$ cat src/hsc_regs.vh
// Constants for the dual hot-swap channel control block.
// Operation
// - Decode three tri-level address pins into one of 27 bus addresses.
// - Pull alert low when a logged fault has its alert enable set.
// - Coupling low: channels start together; any fault or off stops both.
// - Coupling high: each channel starts and stops on its own.
// - Coupling high: each channel waits while the other is in start-up.
// - Gate may turn on only while board-present input is low.
// - Every board-present transition is logged in the channel fault log.
// - Board-present falling edge samples on-request and clears faults.
// - Power bad drives general-purpose pin low or releases it per bits 6, 7.
// - Power-bad fault logged only when feedback low, start-up done, gate on.
// - Foldback active only in start-up; afterwards raised current limit selected.
// - After reset general-purpose pins pull low to signal power not good.
// - On-request rising edge turns gate on, falling edge turns it off.
// - On-request high at power-up sets switch-on bit after 100ms.
// - On-request low at power-up keeps channel off until host sets bit.
// - On-request falling edge clears only that channel's fault log.
// - Overvoltage trip logs a fault and turns the gate off.
// - Breaker armed after start-up; trips after 20us continuous overcurrent.
// - Start-up timer expiry while current limited logs overcurrent fault.
// - Timer pin on internal supply: 100ms start-up, 5 s retry off time.
// - Undervoltage trip logs a fault and turns the gate off.
// - Undervoltage input below reset level clears log except undervoltage bit.
// - Start conditions must hold 100ms before turn-on.
// - Reset clears fault logs and sets control to defined states.
// - After breaker trip wait for cool-down, retry only if auto-retry enabled.
`ifndef HSC_REGS_VH
`define HSC_REGS_VH
// ==================================================
// Timing
`define HSC_CLK_HZ 125000000
`define HSC_STARTUP_MS 100
`define HSC_STARTUP_CYC ((`HSC_CLK_HZ / 1000) * `HSC_STARTUP_MS)
`define HSC_RETRY_S 5
`define HSC_RETRY_CYC (`HSC_CLK_HZ * `HSC_RETRY_S)
`define HSC_BREAKER_NS 20000
`define HSC_BREAKER_CYC ((`HSC_CLK_HZ / 1000000) * `HSC_BREAKER_NS / 1000)
// ==================================================
// Fault log fields
`define HSC_F_OV 0
`define HSC_F_UV 1
`define HSC_F_OC 2
`define HSC_F_PB 3
`define HSC_F_BP 4
// ==================================================
// Control fields and reset value
`define HSC_C_RETRY 2
`define HSC_C_SWON 3
`define HSC_C_GP_LO 6
`define HSC_C_GP_HI 7
`define HSC_CTRL_RST 8'h40
// Fixed bus address base, decoded offset added
`define HSC_ADDR_BASE 7'h4_0
`endif

$ cat src/hsc_ctrl.v
// Dual hot-swap channel sequencing and fault logic.
`timescale 1ns/1ps
`default_nettype none
`include "hsc_regs.vh"
module hsc_ctrl #(
  parameter [31:0] STARTUP_CYC = `HSC_STARTUP_CYC,
  parameter [31:0] RETRY_CYC = `HSC_RETRY_CYC
) (
  // Clock and reset
  input wire core_clk,
  input wire rst,
  // Address straps: {high, low} per pin, open when both clear
  input wire [1:0] addr_select_0,
  input wire [1:0] addr_select_1,
  input wire [1:0] addr_select_2,
  // Board-present and coupling pins
  input wire board_present_n_1,
  input wire board_present_n_2,
  input wire couple_independent,
  // On-request pins
  input wire channel_on_request_1,
  input wire channel_on_request_2,
  // Comparators per channel, bit 0 is channel 1
  input wire [1:0] overvoltage_input,
  input wire [1:0] undervoltage_input,
  input wire [1:0] undervoltage_reset,
  input wire [1:0] output_feedback,
  input wire [1:0] overcurrent,
  input wire [1:0] current_limiting,
  input wire timer_internal,
  input wire timer_expired,
  input wire cooldown_done,
  // Host control, written from the serial slave
  input wire [1:0] host_swon_set,
  input wire [1:0] host_swon_clr,
  input wire [7:0] ctrl_wdata,
  input wire [1:0] ctrl_we,
  input wire [4:0] alert_en_1,
  input wire [4:0] alert_en_2,
  // Outputs
  output reg [6:0] bus_addr,
  output reg pass_gate_drive_1,
  output reg pass_gate_drive_2,
  output reg [1:0] foldback_en,
  output reg [1:0] gpio_out,
  output reg [1:0] gpio_oe,
  output reg alert_out,
  output reg alert_oe,
  output reg [4:0] fault_log_1,
  output reg [4:0] fault_log_2,
  output reg [7:0] ctrl_1,
  output reg [7:0] ctrl_2
);

  // ==================================================
  // Input synchronisers
  localparam NS = 20;
  wire [NS-1:0] raw = {couple_independent, timer_internal, cooldown_done,
    timer_expired, current_limiting, overcurrent, output_feedback,
    undervoltage_reset, undervoltage_input, overvoltage_input,
    channel_on_request_2, channel_on_request_1,
    board_present_n_2, board_present_n_1};
  reg [NS-1:0] s1;
  reg [NS-1:0] s2;
  always @(posedge core_clk or posedge rst) begin
    if (rst) begin
      // Presence bits start at their pulled-up idle level: no false edge.
      s1 <= {{(NS-2){1'b0}}, 2'b11};
      s2 <= {{(NS-2){1'b0}}, 2'b11};
    end else begin
      s1 <= raw;
      s2 <= s1;
    end
  end
  wire [1:0] bp_n = s2[1:0];
  wire [1:0] onr = s2[3:2];
  wire [1:0] ov = s2[5:4];
  wire [1:0] uv = s2[7:6];
  wire [1:0] uvr = s2[9:8];
  wire [1:0] fb = s2[11:10];
  wire [1:0] oc = s2[13:12];
  wire [1:0] clim = s2[15:14];
  wire tmr_exp = s2[16];
  wire cool_ok = s2[17];
  wire timer_internal_q = s2[18];
  wire indep = s2[19];
  reg [1:0] bp_d;
  reg [1:0] onr_d;
  reg prime;
  // ==================================================
  // Sequencer states
  localparam ST_WAIT = 3'd0;
  localparam ST_DEB = 3'd1;
  localparam ST_RDY = 3'd2;
  localparam ST_START = 3'd3;
  localparam ST_ON = 3'd4;
  localparam ST_COOL = 3'd5;
  reg [2:0] st [0:1];
  reg [31:0] cnt [0:1];
  reg [31:0] ocnt [0:1];
  reg [4:0] flog [0:1];
  reg [7:0] ctl [0:1];
  wire [1:0] in_range = ~ov & uv;
  wire [1:0] ok = in_range & ~bp_n;
  wire [1:0] in_start = {st[1] == ST_START, st[0] == ST_START};
  wire [1:0] rdy = {st[1] == ST_RDY, st[0] == ST_RDY};
  wire [1:0] gate_on = {st[1] >= ST_START && st[1] <= ST_ON,
    st[0] >= ST_START && st[0] <= ST_ON};
  wire [1:0] swon = {ctl[1][`HSC_C_SWON], ctl[0][`HSC_C_SWON]};
  wire [1:0] bp_fall = bp_d & ~bp_n;
  wire [1:0] on_fall = onr_d & ~onr;
  wire [1:0] on_rise = ~onr_d & onr;
  wire [1:0] trip_ov = ov & gate_on;
  wire [1:0] trip_uv = ~uv & gate_on;
  wire [1:0] trip_cb = {oc[1] && st[1] == ST_ON &&
      ocnt[1] >= `HSC_BREAKER_CYC - 1,
    oc[0] && st[0] == ST_ON && ocnt[0] >= `HSC_BREAKER_CYC - 1};
  wire [1:0] st_exp = {in_start[1] && (timer_internal_q ?
      cnt[1] >= STARTUP_CYC - 1 : tmr_exp),
    in_start[0] && (timer_internal_q ? cnt[0] >= STARTUP_CYC - 1 : tmr_exp)};
  wire [1:0] trip_oc = st_exp & clim;
  wire [1:0] pbad = ~fb & gate_on & ~in_start;
  wire [1:0] own_off = trip_ov | trip_uv | trip_cb | trip_oc | pbad
    | (bp_n & gate_on) | (~swon & gate_on);
  wire [1:0] off = indep ? own_off : {2{|own_off}};
  wire [1:0] go = indep ?
    {rdy[1] & swon[1] & ~in_start[0], rdy[0] & swon[0] & ~in_start[1]} :
    {2{&rdy & &swon}};

  genvar g;
  generate
    for (g = 0; g < 2; g = g + 1) begin : ch
      // Per-channel sequencer, fault log and control register.
      always @(posedge core_clk or posedge rst) begin
        if (rst) begin
          st[g] <= ST_WAIT;
          cnt[g] <= 32'h0000_0000;
          ocnt[g] <= 32'h0000_0000;
          flog[g] <= 5'h0_0;
          ctl[g] <= `HSC_CTRL_RST;
        end else begin
          ocnt[g] <= oc[g] ? ocnt[g] + 32'h0000_0001 : 32'h0000_0000;
          // Host writes first; pin events below take priority.
          if (ctrl_we[g])
            ctl[g] <= ctrl_wdata;
          if (host_swon_set[g])
            ctl[g][`HSC_C_SWON] <= 1'b1;
          if (host_swon_clr[g])
            ctl[g][`HSC_C_SWON] <= 1'b0;
          if (prime && on_rise[g])
            ctl[g][`HSC_C_SWON] <= 1'b1;
          if (prime && on_fall[g])
            ctl[g][`HSC_C_SWON] <= 1'b0;
          if (prime && bp_fall[g])
            ctl[g][`HSC_C_SWON] <= onr[g];
          // Fault clears happen first so a same-cycle event is kept.
          // reset-level clear
          if (uvr[g])
            flog[g] <= flog[g] & (5'h0_1 << `HSC_F_UV);
          else if (prime && (on_fall[g] || bp_fall[g]))
            flog[g] <= 5'h0_0;
          if (bp_d[g] != bp_n[g])
            flog[g][`HSC_F_BP] <= 1'b1;
          if (trip_ov[g])
            flog[g][`HSC_F_OV] <= 1'b1;
          if (trip_uv[g])
            flog[g][`HSC_F_UV] <= 1'b1;
          if (trip_cb[g] || trip_oc[g])
            flog[g][`HSC_F_OC] <= 1'b1;
          if (pbad[g])
            flog[g][`HSC_F_PB] <= 1'b1;
          case (st[g])
            ST_WAIT: begin
              cnt[g] <= 32'h0000_0000;
              if (ok[g])
                st[g] <= ST_DEB;
            end
            ST_DEB: begin
              if (!ok[g]) begin
                st[g] <= ST_WAIT;
              end else if (cnt[g] >= STARTUP_CYC - 1) begin
                st[g] <= ST_RDY;
                cnt[g] <= 32'h0000_0000;
                if (!prime)
                  ctl[g][`HSC_C_SWON] <= onr[g];
              end else begin
                cnt[g] <= cnt[g] + 32'h0000_0001;
              end
            end
            ST_RDY: begin
              if (!ok[g])
                st[g] <= ST_WAIT;
              else if (go[g])
                st[g] <= ST_START;
            end
            ST_START: begin
              cnt[g] <= cnt[g] + 32'h0000_0001;
              if (off[g])
                st[g] <= (trip_cb[g] | trip_oc[g]) ? ST_COOL : ST_WAIT;
              else if (st_exp[g])
                st[g] <= trip_oc[g] ? ST_COOL : ST_ON;
            end
            ST_ON: begin
              cnt[g] <= 32'h0000_0000;
              if (off[g])
                st[g] <= trip_cb[g] ? ST_COOL : ST_WAIT;
            end
            ST_COOL: begin
              cnt[g] <= cnt[g] + 32'h0000_0001;
              if (timer_internal_q ? cnt[g] >= RETRY_CYC - 1 : cool_ok) begin
                st[g] <= ST_WAIT;
                if (!ctl[g][`HSC_C_RETRY])
                  ctl[g][`HSC_C_SWON] <= 1'b0;
              end
            end
            default: st[g] <= ST_WAIT;
          endcase
        end
      end
    end
  endgenerate

  // ==================================================
  // Edge history and output registers
  // tri-level address decode
  function [1:0] tri3;
    input [1:0] p;
    begin
      tri3 = p[1] ? 2'd2 : (p[0] ? 2'd0 : 2'd1);
    end
  endfunction
  wire [6:0] adr_ofs = {2'b00, 5'd9 * {3'b000, tri3(addr_select_2)}
    + 5'd3 * {3'b000, tri3(addr_select_1)} + {3'b000, tri3(addr_select_0)}};
  wire [4:0] ae [0:1];
  assign ae[0] = alert_en_1;
  assign ae[1] = alert_en_2;
  always @(posedge core_clk or posedge rst) begin
    if (rst) begin
      bp_d <= 2'b11;
      onr_d <= 2'b00;
      prime <= 1'b0;
      bus_addr <= `HSC_ADDR_BASE;
      pass_gate_drive_1 <= 1'b0;
      pass_gate_drive_2 <= 1'b0;
      foldback_en <= 2'b00;
      gpio_out <= 2'b00;
      gpio_oe <= 2'b11;
      alert_out <= 1'b0;
      alert_oe <= 1'b0;
      fault_log_1 <= 5'h0_0;
      fault_log_2 <= 5'h0_0;
      ctrl_1 <= `HSC_CTRL_RST;
      ctrl_2 <= `HSC_CTRL_RST;
    end else begin
      bp_d <= bp_n;
      onr_d <= onr;
      // Switch-on and log-clear edges are ignored until the first debounce done, to avoid sync noise.
      prime <= prime | rdy[0] | rdy[1];
      bus_addr <= `HSC_ADDR_BASE + adr_ofs;
      pass_gate_drive_1 <= gate_on[0] & ~off[0];
      pass_gate_drive_2 <= gate_on[1] & ~off[1];
      foldback_en <= in_start;
      gpio_out <= 2'b00;
      gpio_oe <= {~fb[1] & ctl[1][`HSC_C_GP_LO] & ~ctl[1][`HSC_C_GP_HI],
        ~fb[0] & ctl[0][`HSC_C_GP_LO] & ~ctl[0][`HSC_C_GP_HI]};
      alert_out <= 1'b0;
      alert_oe <= |(flog[0] & ae[0]) | |(flog[1] & ae[1]);
      fault_log_1 <= flog[0];
      fault_log_2 <= flog[1];
      ctrl_1 <= ctl[0];
      ctrl_2 <= ctl[1];
    end
  end

endmodule // hsc_ctrl
`default_nettype wire

$ cat config.mk
export PLATFORM = sky130hd
export DESIGN_NAME = hsc_ctrl
export DESIGN_NICKNAME = d
export VERILOG_FILES = /design/src/hsc_ctrl.v
export VERILOG_INCLUDE_DIRS = /design/src
export SDC_FILE = /design/constraint.sdc
export NUM_CORES = 1
export LEC_CHECK = 0
export ABC_AREA = 1
export BUFFER_PORTS_ARGS = -buffer_cell sky130_fd_sc_hd__buf_4
export CAP_MARGIN = 20
export CORE_ASPECT_RATIO = 1.4
export CORE_MARGIN = 2
export CORE_UTILIZATION = 42
export CTS_BUF_LIST = sky130_fd_sc_hd__clkbuf_8
export DETAILED_ROUTE_END_ITERATION = 7
export GPL_TIMING_DRIVEN = 1
export PLACE_DENSITY_LB_ADDON = 0.15
export SYNTH_ARGS = -nofsm -noshare
export SYNTH_HDL_FRONTEND = slang
export SYNTH_SLANG_ARGS = --single-unit
$ cat constraint.sdc
create_clock -name core_clk -period 16 [get_ports core_clk]
set_clock_uncertainty 0.15 [all_clocks]
set_input_delay 4.8 -clock core_clk [delete_from_list [all_inputs] [get_ports core_clk]]
set_output_delay 4.8 -clock core_clk [all_outputs]
set_load 0.02 [all_outputs]
==> results.py, run 1 <==
metrics = {
    "global_route": {
        "antenna_found_initial": 0,
        "grt_usage_pct": 19.08,
        "grt-ovfl-total": 0,
        "grt_pass1_wl_um": 46190,
        "grt_pass1_vias": 9598,
        "grt_max_degree": 84,
    },
    "critical_path": {
        "reg2reg_slack_ps": 12760,
        "required_ps": 16320,
        "crit_top_cell": "fa_1",
        "cpLargestDelayFamily": "adder cells",
        "path_cells": "buf_4 -> nor2_1 -> fa_1 -> fa_1 -> fa_1 -> a31oi_1 -> xnor2_1",
        "slowest_stage": "fa_1",
        "crit_path_end": "bus_addr[4]$_DFF_PP0_",
        "worstReg2RegEnd": "cnt[14]$_DFFE_PP0P_",
        "cp-end-kind": "flip-flop",
        "critical-path-max-stage-delay_ps": 480,
        "crit_arrival_ps": 6820,
        "reg2reg_depth": 11,
        "critical_path_class": "in2reg",
        "cp-start-kind": "input pin",
        "cp-startpoint": "addr_select_2[1]",
        "r2r-start": "st[0]$_DFFE_PP0P_",
        "critPathMaxFanout": 4,
        "worst-path-buf-inv": 1,
        "critical_path_depth": 7,
    },
    "run_status": {
        "outcome": "complete, no violations",
    },
    "logic_synthesis": {
        "synth_compound_area_share_pct": 8.433,
        "synth-edff-count": 0,
        "synth-simple-area-share_pct": 28.17,
        "synthAdderAreaFrac_pct": 1.447,
        "async_reset_ff_share_pct": 100.0,
        "avgSynthCellArea_um2": 8.401,
        "synth_top_area_share_pct": 48.46,
        "synth_cell_types": 58,
        "yosysWarnings": 0,
        "synth.area.top_cells": "dfrtp_1 (48%), nand2_1 (7.9%), inv_1 (7.2%)",
        "synth-seq-area-share_pct": 51.10,
        "ys_seq_elements": 243,
        "synthTopCellsByCount": "nand2_1 (252), dfrtp_1 (231), inv_1 (228)",
        "synth_flop_cell": "dfrtp_1",
        "synthXorXnorAreaFrac_pct": 1.762,
        "synth_top_family_by_area": "simple AND/OR/NAND/NOR gates",
        "synth_most_common_cell": "nand2_1",
        "synth_area_leader_cell": "dfrtp_1",
        "muxShareOfSynthArea_pct": 0.4720,
        "syn_area_mm2": 0.01193,
        "synthCells": 1420,
    },
    "clock_network": {
        "cts_setup_buffers": 0,
        "insertion_delay_ps": 550,
        "ctsResizeCount": 0,
        "cts_buffer_depth": 3,
        "cts-hold-fix-buffers": 0,
        "numCtsBuffers": 39,
        "path_clk_slew_ps": 60,
        "cts_sinks": 243,
        "cts_root_buffer": "clkbuf_8",
        "cts-htree-levels": 2,
        "cts_tree": "built",
    },
    "die": {
        "num_io_pins": 95,
        "dieArea_mm2": 0.02979,
        "coreArea_mm2": 0.02813,
        "die_h_um": 203.4,
        "die_w_um": 146.4,
        "start_util_pct": 42.40,
        "rows": 73,
    },
    "cells_and_area": {
        "drive_above_1_share_pct": 16.11,
        "finalNetCount": 1599,
        "fill_cells": 2856,
        "layout-area-overhead-vs-synth_pct": 15.87,
        "antenna_cells": 0,
        "postLayoutCoreUtil_pct": 49.13,
    },
    "sta": {
        "fmax_mhz": 153.9,
        "fin_crit_ps": 6497,
        "grt_setup_unrepaired": "no",
        "slew_viol_final": 0,
        "fin_crit_sh_pct": 40.61,
        "max_slew_margin_pct": 40.77,
        "fin_tns_setup_ps": 0,
        "finalSetupViolations": 0,
        "hold_viol": 0,
        "max_slew.worst_pin.slew_ps": 888.4,
    },
    "power_and_ir_drop": {
        "ir_drop_uv": 56.60,
        "p_total_mw": 1.547,
        "p_leak_nw": 6.604,
        "powerDensity_mw_per_mm2": 111.9,
    },
    "route": {
        "viasPerCell": 4.909,
        "wl_um": 27640,
        "dr.pass1.iters": 5,
        "drc": 0,
        "num_vias": 9519,
        "drt-initial-drc-count": 401,
        "ant_nets": 0,
        "wire_per_inst_um": 14.25,
    },
    "placed_design": {
        "numPortBuffers": 89,
        "dp.final_hpwl_um": 20500,
        "gp_congestion": 0.8430,
    },
    "job": {
        "max_cap_viol_count": 0,
    },
    "min_path": {
        "hold_class": "reg2reg",
    },
}
[layout by cell type (no fill, tap or decap), types with 11 or more instances in the layout]
| cell type | synthesis | layout |
|---|---|---|
| a21oi_1 | 62 | 62 |
| buf_4 | 6 | 91 |
| clkbuf_8 | 0 | 52 |
| clkinv_2 | 0 | 11 |
| dfrtp_1 | 231 | 231 |
| dfstp_2 | 12 | 12 |
| inv_1 | 228 | 233 |
| nand2_1 | 252 | 252 |
| nand2_2 | 13 | 13 |
| nand3_1 | 90 | 90 |
| nand4_1 | 38 | 38 |
| nor2_1 | 153 | 153 |
| nor2_2 | 18 | 18 |
| nor2_4 | 11 | 11 |
| nor3_1 | 70 | 70 |
| nor4_1 | 15 | 15 |
| o21ai_0 | 67 | 67 |
| xor2_1 | 18 | 18 |
[state kept, by name (all words and copies together), names as in the netlist, 6 cells and up]
signal  cells
flog       10
ctrl_1      8
st          6
ocnt       64
s2         20
ctrl_2      8
cnt        64
s1         20
ctl        16
[worst min path at each step]
stage                     startpoint          endpoint  slack [ps]  cells past startpoint
detailed placement  s1[14]$_DFF_PP0_  s2[14]$_DFF_PP0_         180                      0
floorplan           s1[10]$_DFF_PP0_  s2[10]$_DFF_PP0_         180                      0
global placement    s1[13]$_DFF_PP0_  s2[13]$_DFF_PP0_         180                      0
finish               s1[6]$_DFF_PP0_   s2[6]$_DFF_PP0_         200                      0
global route         s1[7]$_DFF_PP0_   s2[7]$_DFF_PP0_         210                      0
CTS                  s1[7]$_DFF_PP0_   s2[7]$_DFF_PP0_         200                      0
[final cells by class]
| cell class | instances | area [um2] | area share (%) |
|---|---|---|---|
| multi-input combinational | 922 | 4825 | 34.91 |
| sequential | 243 | 6096 | 44.10 |
| clock buffer | 52 | 715.7 | 5.178 |
| tap | 375 | 469.2 | 3.395 |
| inverter | 236 | 893.4 | 6.463 |
| clock inverter | 18 | 85.08 | 0.6156 |
| timing repair buffer | 93 | 738.2 | 5.341 |
[layer usage]
layer | part of all wire (%) | global-route usage [%]
met1 | 40 | 21.14
met2 | 54 | 36.39
met3 | 3.4 | 3.423
met4 | 2.7 | 6.831
met5 | 0 | 0
[cell families after synthesis]
family / count (synthesis)
compound gates: 178
simple gates: 698
buf+inv: 258
other cells: 2
xor+xnor: 24
fa+ha+maj: 12
flops: 243
mux: 5
[power by group]
group | internal (mW) | switching (mW) | total (mW)
clock network | 0.292 | 0.248 | 0.540
registers | 0.664 | 0.0398 | 0.704
logic | 0.0921 | 0.212 | 0.304
total | 1.05 | 0.500 | 1.55
[metrics by stage]
stage / setup slack (ps) / hold slack [ps] / cells / area [um2]
after floorplan: 4397 / 181.2 / 1423 / 11940
after global placement: 9004 / 182.3 / 1867 / 12970
after detailed placement: 8951 / 184.7 / 1867 / 12970
after CTS: 9522 / 197.6 / 1937 / 13770
after global routing: 9426 / 205.6 / 1939 / 13820
final: 9503 / 196.1 / 1939 / 13820
Note: power is estimated with default switching activity, not from simulation.
==> inputs of run 2 (changes only) <==
clock period = 5.9 ns   (was 16 ns; I/O delays follow)
==> run 2 against run 1 <==
  * Clock-buffer cell count is 1 lower
  * Sequential share of layout area up 0.080 points
  * Via count grew 0.53%
  * Hold slack better by 0.65 ps
  * Global-route usage rose by 0.054 points
  * Routed wire length is 0.44% higher
  * Sequential cell count unchanged
  * Largest cell class unchanged
  * Largest power group unchanged
==> results.py, run 2 (synthesis results as in run 1) <==
metrics = {
    "route": {
        "ant_nets": 0,
        "dr.pass1.iters": 6,
        "wl_um": 27760,
        "drc": 0,
        "wire_per_inst_um": 14.31,
        "viasPerCell": 4.932,
        "drt-initial-drc-count": 375,
        "num_vias": 9569,
    },
    "cells_and_area": {
        "design_area_mm2": 0.01380,
        "finalNetCount": 1599,
        "final_cell_mix": "nand2_1 (252), inv_1 (241), dfrtp_1 (231), nor2_1 (153), nand3_1 (90)",
        "postLayoutCoreUtil_pct": 49.04,
        "drive_above_1_share_pct": 15.65,
        "final_common_cell": "nand2_1",
        "reg.largest.list": "cnt x64, ocnt x64",
        "antenna_cells": 0,
        "final_cells": 1940,
        "layout-area-overhead-vs-synth_pct": 15.66,
    },
    "global_route": {
        "use_met2_pct": 35.71,
        "grt_max_degree": 90,
        "grt-ovfl-total": 0,
        "grt_usage_pct": 19.14,
        "antenna_found_initial": 0,
        "use_met3_pct": 3.982,
        "top_usage_layer": "met2",
        "grt_pass1_wl_um": 46390,
        "met1_usage_pct": 21.46,
        "grt_pass1_vias": 9696,
    },
    "power_and_ir_drop": {
        "p_switching_mw": 1.338,
        "powerDensity_mw_per_mm2": 301.7,
        "intPower_mw": 2.825,
        "ir_drop_uv": 163.1,
        "p_leak_nw": 6.611,
        "power_frac_comb_pct": 19.7,
        "power.share.switching_pct": 32.14,
        "clkPwrFrac_pct": 34.5,
        "seqPwrFrac_pct": 45.8,
        "p_total_mw": 4.163,
    },
    "sta": {
        "whs_ps": 196.8,
        "fin_crit_ps": 3475,
        "fin_crit_sh_pct": 58.90,
        "max_slew.worst_pin.slew_ps": 937.2,
        "fin_tns_setup_ps": 0,
        "fmax_mhz": 287.8,
        "slew_viol_final": 0,
        "final.setup.worst_slack_ps": 2425,
        "finalSetupViolations": 0,
        "grt_setup_unrepaired": "no",
        "hold_viol": 0,
        "max_slew_margin_pct": 37.39,
    },
    "critical_path": {
        "critical_path_class": "in2reg",
        "worst-path-buf-inv": 1,
        "path_cells": "buf_4 -> nor2_1 -> fa_1 -> fa_1 -> fa_1 -> a31oi_1 -> xnor2_1",
        "critPathMaxFanout": 4,
        "cp-start-kind": "input pin",
        "cp-end-kind": "flip-flop",
        "slowest_stage": "fa_1",
        "cpLargestDelayFamily": "adder cells",
        "critical-path-max-stage-delay_ps": 470,
        "crit_arrival_ps": 3780,
        "crit_top_cell": "fa_1",
        "required_ps": 6210,
    },
    "die": {
        "die_w_um": 146.4,
        "die_h_um": 203.4,
        "rows": 73,
        "start_util_pct": 42.40,
        "num_io_pins": 95,
        "dieArea_mm2": 0.02979,
        "coreArea_mm2": 0.02813,
    },
    "clock_network": {
        "numCtsBuffers": 40,
        "path_clk_slew_ps": 60,
        "cts-htree-levels": 2,
        "insertion_delay_ps": 540,
        "cts_setup_buffers": 0,
        "cts-hold-fix-buffers": 0,
        "cts_buffer_depth": 3,
        "ctsResizeCount": 0,
        "cts_root_buffer": "clkbuf_8",
        "cts_sinks": 243,
        "cts_tree": "built",
    },
    "run_status": {
        "outcome": "complete, no violations",
    },
    "job": {
        "max_cap_viol_count": 0,
    },
    "placed_design": {
        "post-place-ws_ps": 1870,
        "place_area_mm2": 0.01301,
        "gp_congestion": 0.8397,
        "dp.final_hpwl_um": 20620,
        "numPortBuffers": 89,
        "dp.cells": 1868,
    },
    "min_path": {
        "hold_class": "reg2reg",
    },
}
==> run 2: worst paths after layout <==
path	start	end	slack, ps	depth (start not counted)
worst min register to register	s1[13]$_DFF_PP0_	s2[13]$_DFF_PP0_	200	0
max in group asynchronous	rst	ctl[6]$_DFFE_PP1P_	3360	3
worst max-delay path	addr_select_2[1]	bus_addr[4]$_DFF_PP0_	2430	7
min in group asynchronous	rst	ocnt[63]$_DFF_PP0_	1280	2
worst min-delay path	s1[13]$_DFF_PP0_	s2[13]$_DFF_PP0_	200	0
worst max register to register	st[2]$_DFFE_PP0P_	cnt[4]$_DFFE_PP0P_	2700	10
==> run 2: power by group through the flow <==
stage	sequential [mW]	clock, mW	combinational, mW
floorplan	1.95	0	0.572
global placement	1.93	0	0.827
detailed placement	1.94	0	0.837
CTS	1.91	1.50	0.839
global route	1.92	1.57	0.927
finish	1.91	1.44	0.820
==> run 2: metal layers <==
metal  wire [um]  up-vias
met5           0        -
met4         840        0
met3        1066       57
met2       14770      140
met1       11070     4529
li1            -     4843
==> run 2: worst reg2reg max path: cells and delay by family, from the launching register on <==
family / cells / cell delay, ps
AND/OR/NAND/NOR: 5 / 1530
buffers and inverters: 5 / 960
flip-flops: 1 / 430
==> run 2: cell type report <==
type	count	area [um2]
timing repair buffer	92	728.2
clock buffer	51	701.9
clock inverter	21	87.58
multi-input combinational	922	4825
tap	375	469.2
inverter	236	889.6
fill	2862	14340
sequential	243	6096
